<file path="config.mk">
export PLATFORM = sky130hd
export DESIGN_NAME = wtbm_top
export DESIGN_NICKNAME = d
export VERILOG_FILES = /design/src/verilog/wtbm_top.v /design/src/verilog/wtbm_prescale.v
export VERILOG_INCLUDE_DIRS = /design/src /design/src/inc
export SDC_FILE = /design/constraint.sdc
export NUM_CORES = 1
export LEC_CHECK = 0
export BUFFER_PORTS_ARGS = -buffer_cell sky130_fd_sc_hd__clkbuf_2
export CORE_MARGIN = 2
export CORE_UTILIZATION = 62
export CTS_BUF_LIST = sky130_fd_sc_hd__clkbuf_16
export CTS_CLUSTER_SIZE = 25
export DETAILED_ROUTE_END_ITERATION = 10
export PLACE_DENSITY = 0.76
export SYNTH_ARGS = -nofsm -noshare
export SYNTH_HDL_FRONTEND = slang
export SYNTH_HIERARCHICAL = 1
export SYNTH_SLANG_ARGS = --single-unit
</file>
<file path="constraint.sdc">
create_clock -name sys_clk -period 5.7 [get_ports sys_clk]
set_input_delay 0.285 -clock sys_clk [delete_from_list [all_inputs] [get_ports sys_clk]]
set_output_delay 0.285 -clock sys_clk [all_outputs]
set_load 0.02 [all_outputs]
</file>
<file path="src/inc/wtbm_map.vh">
`ifndef WTBM_MAP_VH
`define WTBM_MAP_VH
`define WTBM_ADDR_PERIOD_EXP 7'h14
`define WTBM_ADDR_PERIOD_HI 7'h15
`define WTBM_ADDR_PERIOD_LO 7'h16
`define WTBM_ADDR_COUNT_HI 7'h17
`define WTBM_ADDR_COUNT_LO 7'h18
`define WTBM_ADDR_ON_TIME 7'h19
`define WTBM_ADDR_THRESH 7'h1a
`define WTBM_ADDR_LEVEL 7'h1b
`define WTBM_R_MSB 5
`define WTBM_R_LSB 3
`define WTBM_D_MSB 1
`define WTBM_D_LSB 0
`define WTBM_PERIOD_HI_RST 8'h00
`define WTBM_PERIOD_LO_RST 8'h00
`define WTBM_THRESH_RST 5'h14
`define WTBM_CLK_HZ 125000000
`define WTBM_TB_HZ 32768
`define WTBM_TB_DIV (`WTBM_CLK_HZ / `WTBM_TB_HZ)
`define WTBM_UNIT_SHIFT 5
`define WTBM_SLEEP_SAMPLE_MS 1000
`define WTBM_SLEEP_TICKS (`WTBM_SLEEP_SAMPLE_MS * `WTBM_TB_HZ / 1000)
`endif

</file>
<file path="src/verilog/wtbm_top.v">
`include "wtbm_map.vh"

module wtbm_top
#(
   parameter TB_DIV = `WTBM_TB_DIV,
   parameter SLEEP_TICKS = `WTBM_SLEEP_TICKS
)
(
   // Clock and reset
   input wire sys_clk,
   input wire reset_n,
   // Register port
   input wire [6:0] reg_addr,
   input wire reg_we,
   input wire [7:0] reg_wdata,
   output reg [7:0] reg_rdata,
   // Operating state and converter pins
   input wire sleep_mode,
   input wire [4:0] supply_code_pin,
   // Block outputs
   output reg wakeup_event,
   output reg low_duty_on_duration,
   output reg low_battery_irq
);

   localparam [3:0] UNIT_SHIFT = `WTBM_UNIT_SHIFT;

   wire tick;
   reg [7:0] exp_reg;
   reg [7:0] period_hi_reg;
   reg [7:0] period_lo_reg;
   reg [7:0] on_time_reg;
   reg [4:0] thresh_reg;
   reg [4:0] level_reg;
   reg [15:0] count_reg;
   reg [7:0] on_left_reg;
   reg [12:0] unit_reg;
   reg [15:0] sleep_cnt_reg;
   reg [4:0] sync1_reg;
   reg [4:0] sync2_reg;
   reg [4:0] sync3_reg;
   wire [15:0] mantissa;
   wire [2:0] exp_r;
   wire [1:0] exp_d;
   wire [3:0] unit_shift;
   wire [12:0] unit_len;
   wire unit_done;
   wire period_end;
   wire code_stable;
   wire sleep_last;
   wire sleep_sample;

   wtbm_prescale #(.DIV(TB_DIV)) wtbm_prescale_inst
   (
      .sys_clk(sys_clk),
      .reset_n(reset_n),
      .tick(tick)
   );

   assign mantissa = {period_hi_reg, period_lo_reg};
   assign exp_r = exp_reg[`WTBM_R_MSB:`WTBM_R_LSB];
   assign exp_d = exp_reg[`WTBM_D_MSB:`WTBM_D_LSB];
   // One unit is 32*2^(R-D) timebase ticks; D never exceeds 3 so the
   // shift stays positive, and R=7 with D=0 needs all thirteen bits.
   assign unit_shift = UNIT_SHIFT + {1'h0, exp_r} - {2'h0, exp_d};
   assign unit_len = 13'h0001 << unit_shift;
   assign unit_done = tick && (unit_reg == unit_len - 13'h0001);
   assign period_end = unit_done && (mantissa != 16'h0000) &&
      (count_reg == 16'h0001);

   // Register writes.
   always @(posedge sys_clk)
   begin
      if (!reset_n)
      begin
         exp_reg <= 8'h00;
         period_hi_reg <= `WTBM_PERIOD_HI_RST;
         period_lo_reg <= `WTBM_PERIOD_LO_RST;
         on_time_reg <= 8'h00;
         thresh_reg <= `WTBM_THRESH_RST;
      end
      else if (reg_we)
      begin
         case (reg_addr)
            `WTBM_ADDR_PERIOD_EXP: exp_reg <= {2'h0, reg_wdata[5:0]};
            `WTBM_ADDR_PERIOD_HI: period_hi_reg <= reg_wdata;
            `WTBM_ADDR_PERIOD_LO: period_lo_reg <= reg_wdata;
            `WTBM_ADDR_ON_TIME: on_time_reg <= reg_wdata;
            `WTBM_ADDR_THRESH: thresh_reg <= reg_wdata[4:0];
            default: exp_reg <= exp_reg;
         endcase
      end
   end

   // Register reads; reserved bits and unmapped addresses read zero.
   always @(posedge sys_clk)
   begin
      if (!reset_n)
         reg_rdata <= 8'h00;
      else
      begin
         case (reg_addr)
            `WTBM_ADDR_PERIOD_EXP: reg_rdata <= exp_reg;
            `WTBM_ADDR_PERIOD_HI: reg_rdata <= period_hi_reg;
            `WTBM_ADDR_PERIOD_LO: reg_rdata <= period_lo_reg;
            `WTBM_ADDR_COUNT_HI: reg_rdata <= count_reg[15:8];
            `WTBM_ADDR_COUNT_LO: reg_rdata <= count_reg[7:0];
            `WTBM_ADDR_ON_TIME: reg_rdata <= on_time_reg;
            `WTBM_ADDR_THRESH: reg_rdata <= {3'h0, thresh_reg};
            `WTBM_ADDR_LEVEL: reg_rdata <= {3'h0, level_reg};
            default: reg_rdata <= 8'h00;
         endcase
      end
   end

   // Unit counter; it runs free and no register write clears it, so a new R or D changes the length of the unit
   // already in progress, which runs on until the counter wraps if it is already past the new end.
   always @(posedge sys_clk)
   begin
      if (!reset_n)
         unit_reg <= 13'h0000;
      else if (tick)
      begin
         if (unit_done)
            unit_reg <= 13'h0000;
         else
            unit_reg <= unit_reg + 13'h0001;
      end
   end

   // Wake-up count and its event pulse.
   always @(posedge sys_clk)
   begin
      if (!reset_n)
      begin
         count_reg <= 16'h0000;
         wakeup_event <= 1'h0;
      end
      else
      begin
         wakeup_event <= period_end;
         // A zero mantissa parks the timer instead of firing every unit.
         if (mantissa == 16'h0000)
            count_reg <= 16'h0000;
         else if (unit_done && count_reg <= 16'h0001)
            count_reg <= mantissa;
         else if (unit_done)
            count_reg <= count_reg - 16'h0001;
      end
   end

   // Low-duty on-time counts the same units as the period, so it follows
   // any change of R and D without a setting of its own.
   always @(posedge sys_clk)
   begin
      if (!reset_n)
      begin
         on_left_reg <= 8'h00;
         low_duty_on_duration <= 1'h0;
      end
      else if (period_end)
      begin
         on_left_reg <= on_time_reg;
         low_duty_on_duration <= (on_time_reg != 8'h00);
      end
      else if (unit_done && on_left_reg != 8'h00)
      begin
         on_left_reg <= on_left_reg - 8'h01;
         if (on_left_reg == 8'h01)
            low_duty_on_duration <= 1'h0;
      end
   end

   // The supply code arrives from the converter outside this clock domain.
   // Each bit passes three flops, and a code is taken only once stages two
   // and three agree, so a code caught in mid-change is never used.
   genvar sync_idx;
   generate
      for (sync_idx = 0; sync_idx < 5; sync_idx = sync_idx + 1)
      begin : g_sync
         always @(posedge sys_clk)
         begin
            if (!reset_n)
            begin
               sync1_reg[sync_idx] <= 1'h0;
               sync2_reg[sync_idx] <= 1'h0;
               sync3_reg[sync_idx] <= 1'h0;
            end
            else
            begin
               sync1_reg[sync_idx] <= supply_code_pin[sync_idx];
               sync2_reg[sync_idx] <= sync1_reg[sync_idx];
               sync3_reg[sync_idx] <= sync2_reg[sync_idx];
            end
         end
      end
   endgenerate

   assign code_stable = (sync2_reg == sync3_reg);
   assign sleep_last = (sleep_cnt_reg == SLEEP_TICKS[15:0] - 16'h0001);
   assign sleep_sample = tick && sleep_last;

   // Sleep refresh counter; it restarts each time the device enters sleep.
   always @(posedge sys_clk)
   begin
      if (!reset_n || !sleep_mode)
         sleep_cnt_reg <= 16'h0000;
      else if (sleep_sample)
         sleep_cnt_reg <= 16'h0000;
      else if (tick)
         sleep_cnt_reg <= sleep_cnt_reg + 16'h0001;
   end

   // Measured level and the low-supply flag, which is a plain level.
   always @(posedge sys_clk)
   begin
      if (!reset_n)
      begin
         level_reg <= 5'h1f;
         low_battery_irq <= 1'h0;
      end
      else
      begin
         if (code_stable && (!sleep_mode || sleep_sample))
            level_reg <= sync3_reg;
         low_battery_irq <= (level_reg < thresh_reg);
      end
   end

endmodule

</file>
<file path="src/verilog/wtbm_prescale.v">
`include "wtbm_map.vh"

// Divides the system clock down to a one-cycle timebase enable.
module wtbm_prescale
#(
   parameter DIV = `WTBM_TB_DIV
)
(
   // Clock and reset
   input wire sys_clk,
   input wire reset_n,
   // Timebase enable
   output reg tick
);

   reg [15:0] cnt_reg;

   always @(posedge sys_clk)
   begin
      if (!reset_n)
      begin
         cnt_reg <= 16'h0000;
         tick <= 1'h0;
      end
      else if (cnt_reg == DIV[15:0] - 16'h0001)
      begin
         cnt_reg <= 16'h0000;
         tick <= 1'h1;
      end
      else
      begin
         cnt_reg <= cnt_reg + 16'h0001;
         tick <= 1'h0;
      end
   end

endmodule

</file>
==> reports/qor.csv, run 1 <==
metric,value,unit
status,finished clean,
core_area,0.0109,mm^2
min_from,supply_code_pin[1],
hold_viol,0,
crit_chain,inv_1 -> ha_1 -> nor2b_1 -> fa_1 -> nor3_1 -> nand2_1 -> ha_1 -> xnor2_1 -> a21oi_1 -> o211ai_1 -> nor4_1 -> nor4bb_1 -> buf_4 -> and2_1 -> a31o_1,
antenna_found_initial,0,
drive_above_1_share,0.108,
placed_area,0.00717,mm^2
io_buffer_count,34,
grt_max_degree,55,
start_util,0.643,
fin_crit_sh,0.860,
path_max_fanout,22,
cts_resized,0,
track_usage,0.300,
die_h,110,um
drtAntennaViolNets,0,
clock_latency,430,ps
rr_startpoint,exp_reg[4]$_SDFFE_PN0P_,
syn-cell-area,0.00703,mm^2
ys_warn_count,6,
seqCellArea,0.00272,mm^2
cts_tree,yes,
multi_input_area,0.00399,mm^2
skew,10.7,ps
final_util,0.709,
synth_edf_count,0,
p_sw,0.497,mW
syn_area_per_cell,8.43,um^2
netlist_instances,834,
root_buffer,clkbuf_16,
num_vias,6349,
cts_made_buffers,17,
firstDrtPassIters,6,
syn_nets,876,
antenna_cells,0,
yosysSeqAreaShare,0.387,
maxCapViolCount,0,
max_slew.worst_pin.slew,1160,ps
post_cts_buffers,0,
p_total,2.13,mW
synthFlopType,dfxtp_1,
cts_hold_buf,0,
leakage,2.84,nW
grt_overflow,0,
grt_pass1_wl,29800,um
final_cells,995,
crit_buf_inv,2,
wl,18300,um
vias_per_cell,6.38,
seqPwrFrac,0.456,
nets,884,
combPwrFrac,0.035,
final.setup.tns,0,ps
crit_path_max_incr_delay,740,ps
rsz0062_at_grt,false,
clock.fmax,0.204,GHz
ys_async_sr_fraction,0,
fillers,894,
intPower,1.63,mW
p_per_area,275,mW/mm^2
syn2layout_area_growth,10.3,%
crit_family,simple AND/OR/NAND/NOR gates,
drt_iter0_drc,741,
clk_pin_slew,60,ps
whs,58.3,ps
crit_arrival,5270,ps
slew_headroom,0.227,
worst_slack,800,ps
place.gp.congestion,0.918,
drc,0,
ir_drop,0.000263,V
drv_slew,0,
worstSetupStartpointType,register,
setup.worst_path.class,register to register,
die_area,0.0122,mm^2
stdcell_area,0.00775,mm^2
pwr-share-clk,0.509,
final-setup-viol-count,0,
dp.cells,963,
htree_levels,4,
endpoint_kind,register,
switching_share,0.233,
cts_sinks,136,
setup.worst_path.start,exp_reg[4]$_SDFFE_PN0P_,
dieWidth,110,um
first_global_vias,5953,
finalCriticalPeriod,4900,ps
cp_slowest_cell,and2_1,
min_path_type,input pin to register,
num_io_pins,35,
place.detailed.hpwl,12700,um
cp.required,6070,ps
preCtsSetupSlack,976,ps
rows,38,
cp_common_cell,ha_1,
synth_cell_types,73,
clk_path_buf_depth,2,
yosys_register_bits,136,
post_drt_wl_per_cell,18.3,um
-- synthesized netlist by cell type (6+ instances only) --
master    instances  area share
xor2_1           28       0.035
nand2b_1          8      0.0071
o31ai_1           7      0.0075
or3_1            10      0.0089
a31oi_1          10      0.0089
nand4_1          22       0.020
xnor2_1          23       0.029
o21ai_0          12      0.0085
nor3_1           32       0.023
mux2i_1          24       0.034
nand3_1          54       0.038
nor2_1           90       0.048
dfxtp_1         136        0.39
mux2_2            7       0.011
nor2b_1           6      0.0053
nor4_1           13       0.012
and3_1           11      0.0098
nand2_1          73       0.039
nor3b_1           6      0.0064
inv_1            21       0.011
a22oi_1          13       0.014
ha_1             17       0.030
a21oi_1          57       0.041
clkbuf_1         30       0.016
a32o_1            6      0.0085
buf_2            11      0.0078
and2_1           17       0.015
o211ai_1          6      0.0064
-- per-layer routing --
metal | part of all wire | track usage | vias up | routed length [um]
met5 | 0 | 0 | - | 0
met2 | 0.47 | 0.474 | 248 | 8540
met4 | 0.027 | 0.122 | 0 | 484
li1 | - | - | 3020 | -
met3 | 0.065 | 0.0730 | 54 | 1190
met1 | 0.44 | 0.395 | 3027 | 8040
-- final timing paths --
path / slack (ps) / depth (start not counted) / end
worst max-delay path: 800 / 15 / count_reg[12]$_SDFFE_PP0P_
worst min register to register: 440 / 1 / sync2_reg[1]$_SDFF_PN0_
worst min-delay path: 60 / 2 / sync1_reg[1]$_SDFF_PN0_
worst max register to register: 800 / 15 / count_reg[12]$_SDFFE_PP0P_
-- cell type report --
| class | instances | area share |
|---|---|---|
| Timing Repair Buffer | 38 | 0.0258 |
| Clock buffer | 17 | 0.0549 |
| Tap cell | 140 | 0.0226 |
| Clock inverter | 15 | 0.0197 |
| Inverter | 23 | 0.0111 |
| Sequential cell | 136 | 0.351 |
| Multi-Input combinational cell | 626 | 0.515 |
-- layout by cell type, fill, tap and decap left out, drive strengths merged, types with 11 or more instances in the layout --
master / n
a21oi: 57
a22oi: 13
and2: 17
and3: 11
clkbuf: 51
dfxtp: 136
ha: 17
inv: 28
mux2i: 24
nand2: 73
nand3: 54
nand4: 22
nor2: 90
nor3: 34
nor4: 13
o21ai: 17
or3: 11
xnor2: 23
xor2: 28
-- logic make-up after synthesis --
| family | after synthesis | share of synthesized area |
|---|---|---|
| fa+ha+maj | 18 | 0.0331 |
| simple gates | 366 | 0.265 |
| mux | 32 | 0.0486 |
| xor+xnor | 51 | 0.0636 |
| buf+inv | 72 | 0.0452 |
| flops | 136 | 0.387 |
| compound gates | 159 | 0.158 |
-- power by group through the flow --
stage                     Clock (mW)  Sequential, mW  Combinational [mW]
after global placement             0           0.990              0.0723
after global routing            1.13           0.971              0.0824
after detailed placement           0           0.991              0.0741
after CTS                       1.09           0.970              0.0749
final                           1.08           0.970              0.0754
after floorplan                    0           0.989              0.0509
Note: power is estimated with default switching activity, not from simulation.
==> run 2, diff against run 1 <==
--- a/config.mk
+++ b/config.mk
@@ -8,11 +8,11 @@
 export LEC_CHECK = 0
 export BUFFER_PORTS_ARGS = -buffer_cell sky130_fd_sc_hd__clkbuf_2
 export CORE_MARGIN = 2
-export CORE_UTILIZATION = 62
-export CTS_BUF_LIST = sky130_fd_sc_hd__clkbuf_16
+export CORE_UTILIZATION = 64
+export CTS_BUF_LIST = sky130_fd_sc_hd__clkbuf_8
 export CTS_CLUSTER_SIZE = 25
 export DETAILED_ROUTE_END_ITERATION = 10
-export PLACE_DENSITY = 0.76
+export PLACE_DENSITY = 0.79
 export SYNTH_ARGS = -nofsm -noshare
 export SYNTH_HDL_FRONTEND = slang
 export SYNTH_HIERARCHICAL = 1
==> reports/qor.csv, run 2 (synthesis gave the netlist of run 1 again) <==
metric,value,unit,change
status,finished clean,,
ir_drop,0.000249,V,-5.1%
first_global_vias,5996,,+0.72%
grt_pass1_wl,29400,um,-1.1%
fin_crit_sh,0.836,,-0.0236
drtAntennaViolNets,0,,unchanged
final-setup-viol-count,0,,unchanged
worst_slack,934,ps,+134 ps
r2r_cells,16,,+1
p_per_area,248,mW/mm^2,-9.7%
track_usage,0.320,,+0.0204
cp.required,5990,ps,-80 ps
setup.worst_path.class,register to register,,
nets,885,,+0.11%
endpoint_kind,register,,
cts_made_buffers,17,,unchanged
cts_hold_buf,0,,unchanged
num_vias,6429,,+1.3%
rsz0062_at_grt,false,,
drc,0,,unchanged
start_util,0.651,,+0.00849
cts_sinks,136,,unchanged
firstDrtPassIters,6,,unchanged
drive_above_1_share,0.110,,+0.00221
antenna_cells,0,,unchanged
path_max_fanout,16,,-27%
final.setup.tns,0,ps,unchanged
post_cts_buffers,0,,unchanged
whs_path_depth,2,,unchanged
core_area,0.0108,mm^2,-1.3%
max_slew.worst_pin.slew,1110,ps,-51.0 ps
leakage,2.77,nW,-2.3%
drt_iter0_drc,780,,+5.3%
place.detailed.hpwl,12800,um,+0.93%
clk_pin_slew,80,ps,+20 ps
dieWidth,109,um,-1.5%
vias_per_cell,6.45,,+1.2%
num_io_pins,35,,unchanged
skew,9.94,ps,-0.766 ps
grt_max_degree,55,,unchanged
clk_path_buf_depth,2,,unchanged
wl,18200,um,-0.37%
clock_latency,450,ps,+20 ps
io_buffer_count,34,,unchanged
crit_arrival,5050,ps,-220 ps
layout_commonest_cell,dfxtp_1,,
final_cell_mix,"dfxtp_1 (136), nor2_1 (90), nand2_1 (73)",,
htree_levels,4,,unchanged
worstSetupStartpointType,register,,
die_h,109,um,-1.5%
slew_headroom,0.261,,+0.0341
cts_tree,yes,,
min_path_type,input pin to register,,
die_area,0.0118,mm^2,-3.0%
preCtsSetupSlack,996,ps,+20.2 ps
final_util,0.704,,-0.00455
maxCapViolCount,0,,unchanged
cts_resized,0,,unchanged
place.gp.congestion,0.941,,+2.5%
clock.fmax,0.210,GHz,+2.8%
rows,38,,unchanged
post_drt_wl_per_cell,18.3,um,-0.47%
syn2layout_area_growth,8.14,%,
root_buffer,clkbuf_8,,
grt_overflow,0,,unchanged
drv_slew,0,,unchanged
antenna_found_initial,0,,unchanged
hold_viol,0,,unchanged
finalCriticalPeriod,4770,ps,-134 ps
run 2: changes by cell type in the layout (fill, tap and decap cells not counted):
| cell | before | now |
|---|---|---|
| clkbuf_8 | 0 | 18 |
| clkbuf_16 | 17 | 0 |
| inv_6 | 4 | 2 |
| buf_4 | 4 | 5 |
| bufinv_16 | 2 | 3 |
| clkinv_1 | 1 | 0 |
| inv_8 | 0 | 1 |
run 2: cell type report:
class / count / area, um^2
repair buffers: 39 / 208
clock inverters: 14 / 173
well taps: 140 / 175
fillers: 841 / 3190
flip-flops and latches: 136 / 2720
inverters: 23 / 86.3
clock buffers: 18 / 248
multi-input cells: 626 / 3990
run 2: metrics by stage:
stage,cell area (um^2),power [mW],hold WS (ps),instances
finish,7600,1.89,36.1,996
global route,7600,1.94,26.9,996
CTS,7600,1.89,23.7,996
detailed placement,7180,1.07,429,964
global placement,7180,1.06,421,964
floorplan,7030,1.04,404,834
run 2: metal layers:
metal / wire [um] / vias up / GRT usage
met5: 0 / - / 0
met4: 433 / 0 / 0.121
met3: 1610 / 51 / 0.0789
met2: 8730 / 339 / 0.531
met1: 7420 / 3005 / 0.403
li1: - / 3034 / -
run 2: final timing paths:
kind | startpoint | to | slack (ps)
worst max-delay path | exp_reg[4]$_SDFFE_PN0P_ | on_left_reg[1]$_SDFFE_PN0P_ | 930
worst min-delay path | supply_code_pin[4] | sync1_reg[4]$_SDFF_PN0_ | 40
worst max register to register | exp_reg[4]$_SDFFE_PN0P_ | on_left_reg[1]$_SDFFE_PN0P_ | 930
worst min register to register | sync1_reg[0]$_SDFF_PN0_ | sync2_reg[0]$_SDFF_PN0_ | 440
run 2: power by group:
group | switching [mW] | internal (mW) | leakage (nW)
sequential | 0.00844 | 0.960 | 1.10
combinational | 0.0493 | 0.0269 | 1.47
clock | 0.395 | 0.447 | 0.209
total | 0.452 | 1.43 | 2.77
run 2: critical path, stage by stage, from the launching register on:
cell	delay [ps]
dfxtp_1	370
inv_1	60
ha_1	320
nor2b_1	160
fa_1	650
nor3_1	420
nand2_1	110
ha_1	340
xnor2_1	130
a21oi_1	120
o211ai_1	110
nor4_1	480
nor4bb_1	340
buf_4	220
and2_1	420
buf_4	280
a221oi_2	80
==> run 3, diff against run 2 <==
==> constraint.sdc (replaced) <==
create_clock -name sys_clk -period 4.5 [get_ports sys_clk]
set_input_delay 0.225 -clock sys_clk [delete_from_list [all_inputs] [get_ports sys_clk]]
set_output_delay 0.225 -clock sys_clk [all_outputs]
set_load 0.02 [all_outputs]
==> reports/qor.csv, run 3 (synthesis gave the netlist of run 1 again) <==
metric,value,unit,change
place.detailed.hpwl,12800,um,-0.22%
maxCapViolCount,0,,unchanged
htree_levels,4,,unchanged
p_sw,0.555,mW,+23%
clock.fmax,0.238,GHz,+13%
syn2layout_area_growth,9.19,%,
intPower,1.77,mW,+23%
nets,897,,+1.4%
io_buffer_count,34,,unchanged
ir_drop,0.000473,V,+90%
combPwrFrac,0.043,,+0.003
setup.worst_path.class,register to register,,
die_area,0.0118,mm^2,unchanged
cp.required,4850,ps,-1140 ps
path_max_fanout,10,,-6
crit_chain,inv_1 -> ha_1 -> nor2b_1 -> fa_1 -> nor3_1 -> nand2_1 -> ha_1 -> xnor2_1 -> a21oi_1 -> o211ai_1 -> nor4_1 -> nor4bb_1 -> buf_4 -> nand2_1 -> o32ai_1,,
rows,38,,unchanged
num_io_pins,35,,unchanged
rsz0062_at_grt,false,,
fillers,834,,-0.83%
place.gp.congestion,0.954,,+1.3%
first_global_vias,6114,,+2.0%
max_slew.worst_pin.slew,997,ps,-110 ps
clock_latency,450,ps,about the same
status,finished clean,,
cts_tree,yes,,
drt_iter0_drc,686,,-12%
root_buffer,clkbuf_8,,
seqPwrFrac,0.528,,+0.015
final-setup-viol-count,0,,unchanged
grt_pass1_wl,29800,um,+1.1%
cts_made_buffers,17,,unchanged
wl,18300,um,+0.71%
final.setup.tns,0,ps,unchanged
post_cts_buffers,0,,unchanged
min_path_type,input pin to register,,
slew_headroom,0.335,,+0.0740
track_usage,0.322,,+0.00182
cp_slowest_cell,fa_1,,
start_util,0.651,,unchanged
dieWidth,109,um,unchanged
crit_path_max_incr_delay,440,ps,-210 ps
leakage,2.82,nW,+1.8%
die_h,109,um,unchanged
finalCriticalPeriod,4210,ps,-558 ps
grt_max_degree,55,,unchanged
clk_path_buf_depth,2,,unchanged
drv_slew,0,,unchanged
clk_pin_slew,80,ps,about the same
cts_resized,0,,unchanged
num_vias,6491,,+0.96%
antenna_cells,0,,unchanged
p_per_area,303,mW/mm^2,+22%
grt_overflow,0,,unchanged
fin_crit_sh,0.935,,+0.0990
layout_commonest_cell,dfxtp_1,,
crit_arrival,4560,ps,-490 ps
hold_viol,0,,unchanged
drive_above_1_share,0.114,,+0.00424
worstSetupStartpointType,register,,
post_drt_wl_per_cell,18.2,um,-0.48%
antenna_found_initial,0,,unchanged
firstDrtPassIters,5,,-1
cts_sinks,136,,unchanged
drtAntennaViolNets,0,,unchanged
vias_per_cell,6.44,,-0.24%
p_total,2.33,mW,+23%
endpoint_kind,register,,
drc,0,,unchanged
pwr-share-clk,0.429,,-0.017
final_cell_mix,"dfxtp_1 (136), nor2_1 (90), nand2_1 (73)",,
switching_share,0.239,,-0.000964
cts_hold_buf,5,,+5
skew,7.86,ps,-2.08 ps
core_area,0.0108,mm^2,unchanged
## run 3: worst max-delay path: cells and delay by family (launching register included)
kind | cells | cell delay [ps]
xor gates and xnor gates | 1 | 120
and+or+nand+nor | 6 | 1680
buffers and inverters | 2 | 290
adders and majority gates | 3 | 1090
AOI/OAI and AO/OA | 3 | 560
DFF | 1 | 360
## run 3: final cells by class
type	count	area, um^2	share of cell area
inverter	23	86.3	0.0113
sequential	136	2720	0.355
clock inverter	13	130	0.0170
timing repair buffer	51	310	0.0404
tap	140	175	0.0228
clock buffer	19	262	0.0341
multi-input combinational	626	3990	0.520
## run 3: layer usage
layer | vias up | part of all wire | track usage
li1 | 3056 | - | -
met2 | 319 | 0.47 | 0.511
met3 | 54 | 0.082 | 0.0711
met4 | 0 | 0.028 | 0.130
met1 | 3062 | 0.42 | 0.427
met5 | - | 0 | 0
## run 3: power by group through the flow
stage          Clock [mW]  Combinational [mW]  Sequential, mW
5_1_grt              1.05               0.109            1.23
2_1_floorplan           0              0.0645            1.25
3_3_place_gp            0              0.0920            1.25
3_5_place_dp            0              0.0934            1.25
4_1_cts              1.01              0.0981            1.23
6_report            0.998               0.100            1.23
## run 3: metrics by stage
step | std cells | area [um^2] | utilization | hold slack [ps] | worst slack, ps
after global placement | 971 | 7230 | 0.670 | 416 | 555
after detailed placement | 971 | 7230 | 0.670 | 428 | 341
after CTS | 1008 | 7670 | 0.711 | 29.3 | 304
final | 1008 | 7670 | 0.711 | 45.9 | 292
after floorplan | 834 | 7030 | - | 344 | 564
after global routing | 1008 | 7670 | 0.711 | 51.3 | 10.8
## run 3: final timing paths
kind / slack (ps) / end / cells after the start / from
setup / recovery: 290 / count_reg[2]$_SDFFE_PP0P_ / 15 / exp_reg[4]$_SDFFE_PN0P_
hold / removal: 50 / period_hi_reg[6]$_SDFFE_PN0P_ / 3 / reg_wdata[6]
setup reg to reg: 290 / count_reg[2]$_SDFFE_PP0P_ / 15 / exp_reg[4]$_SDFFE_PN0P_
hold reg to reg: 440 / sync2_reg[3]$_SDFF_PN0_ / 1 / sync1_reg[3]$_SDFF_PN0_
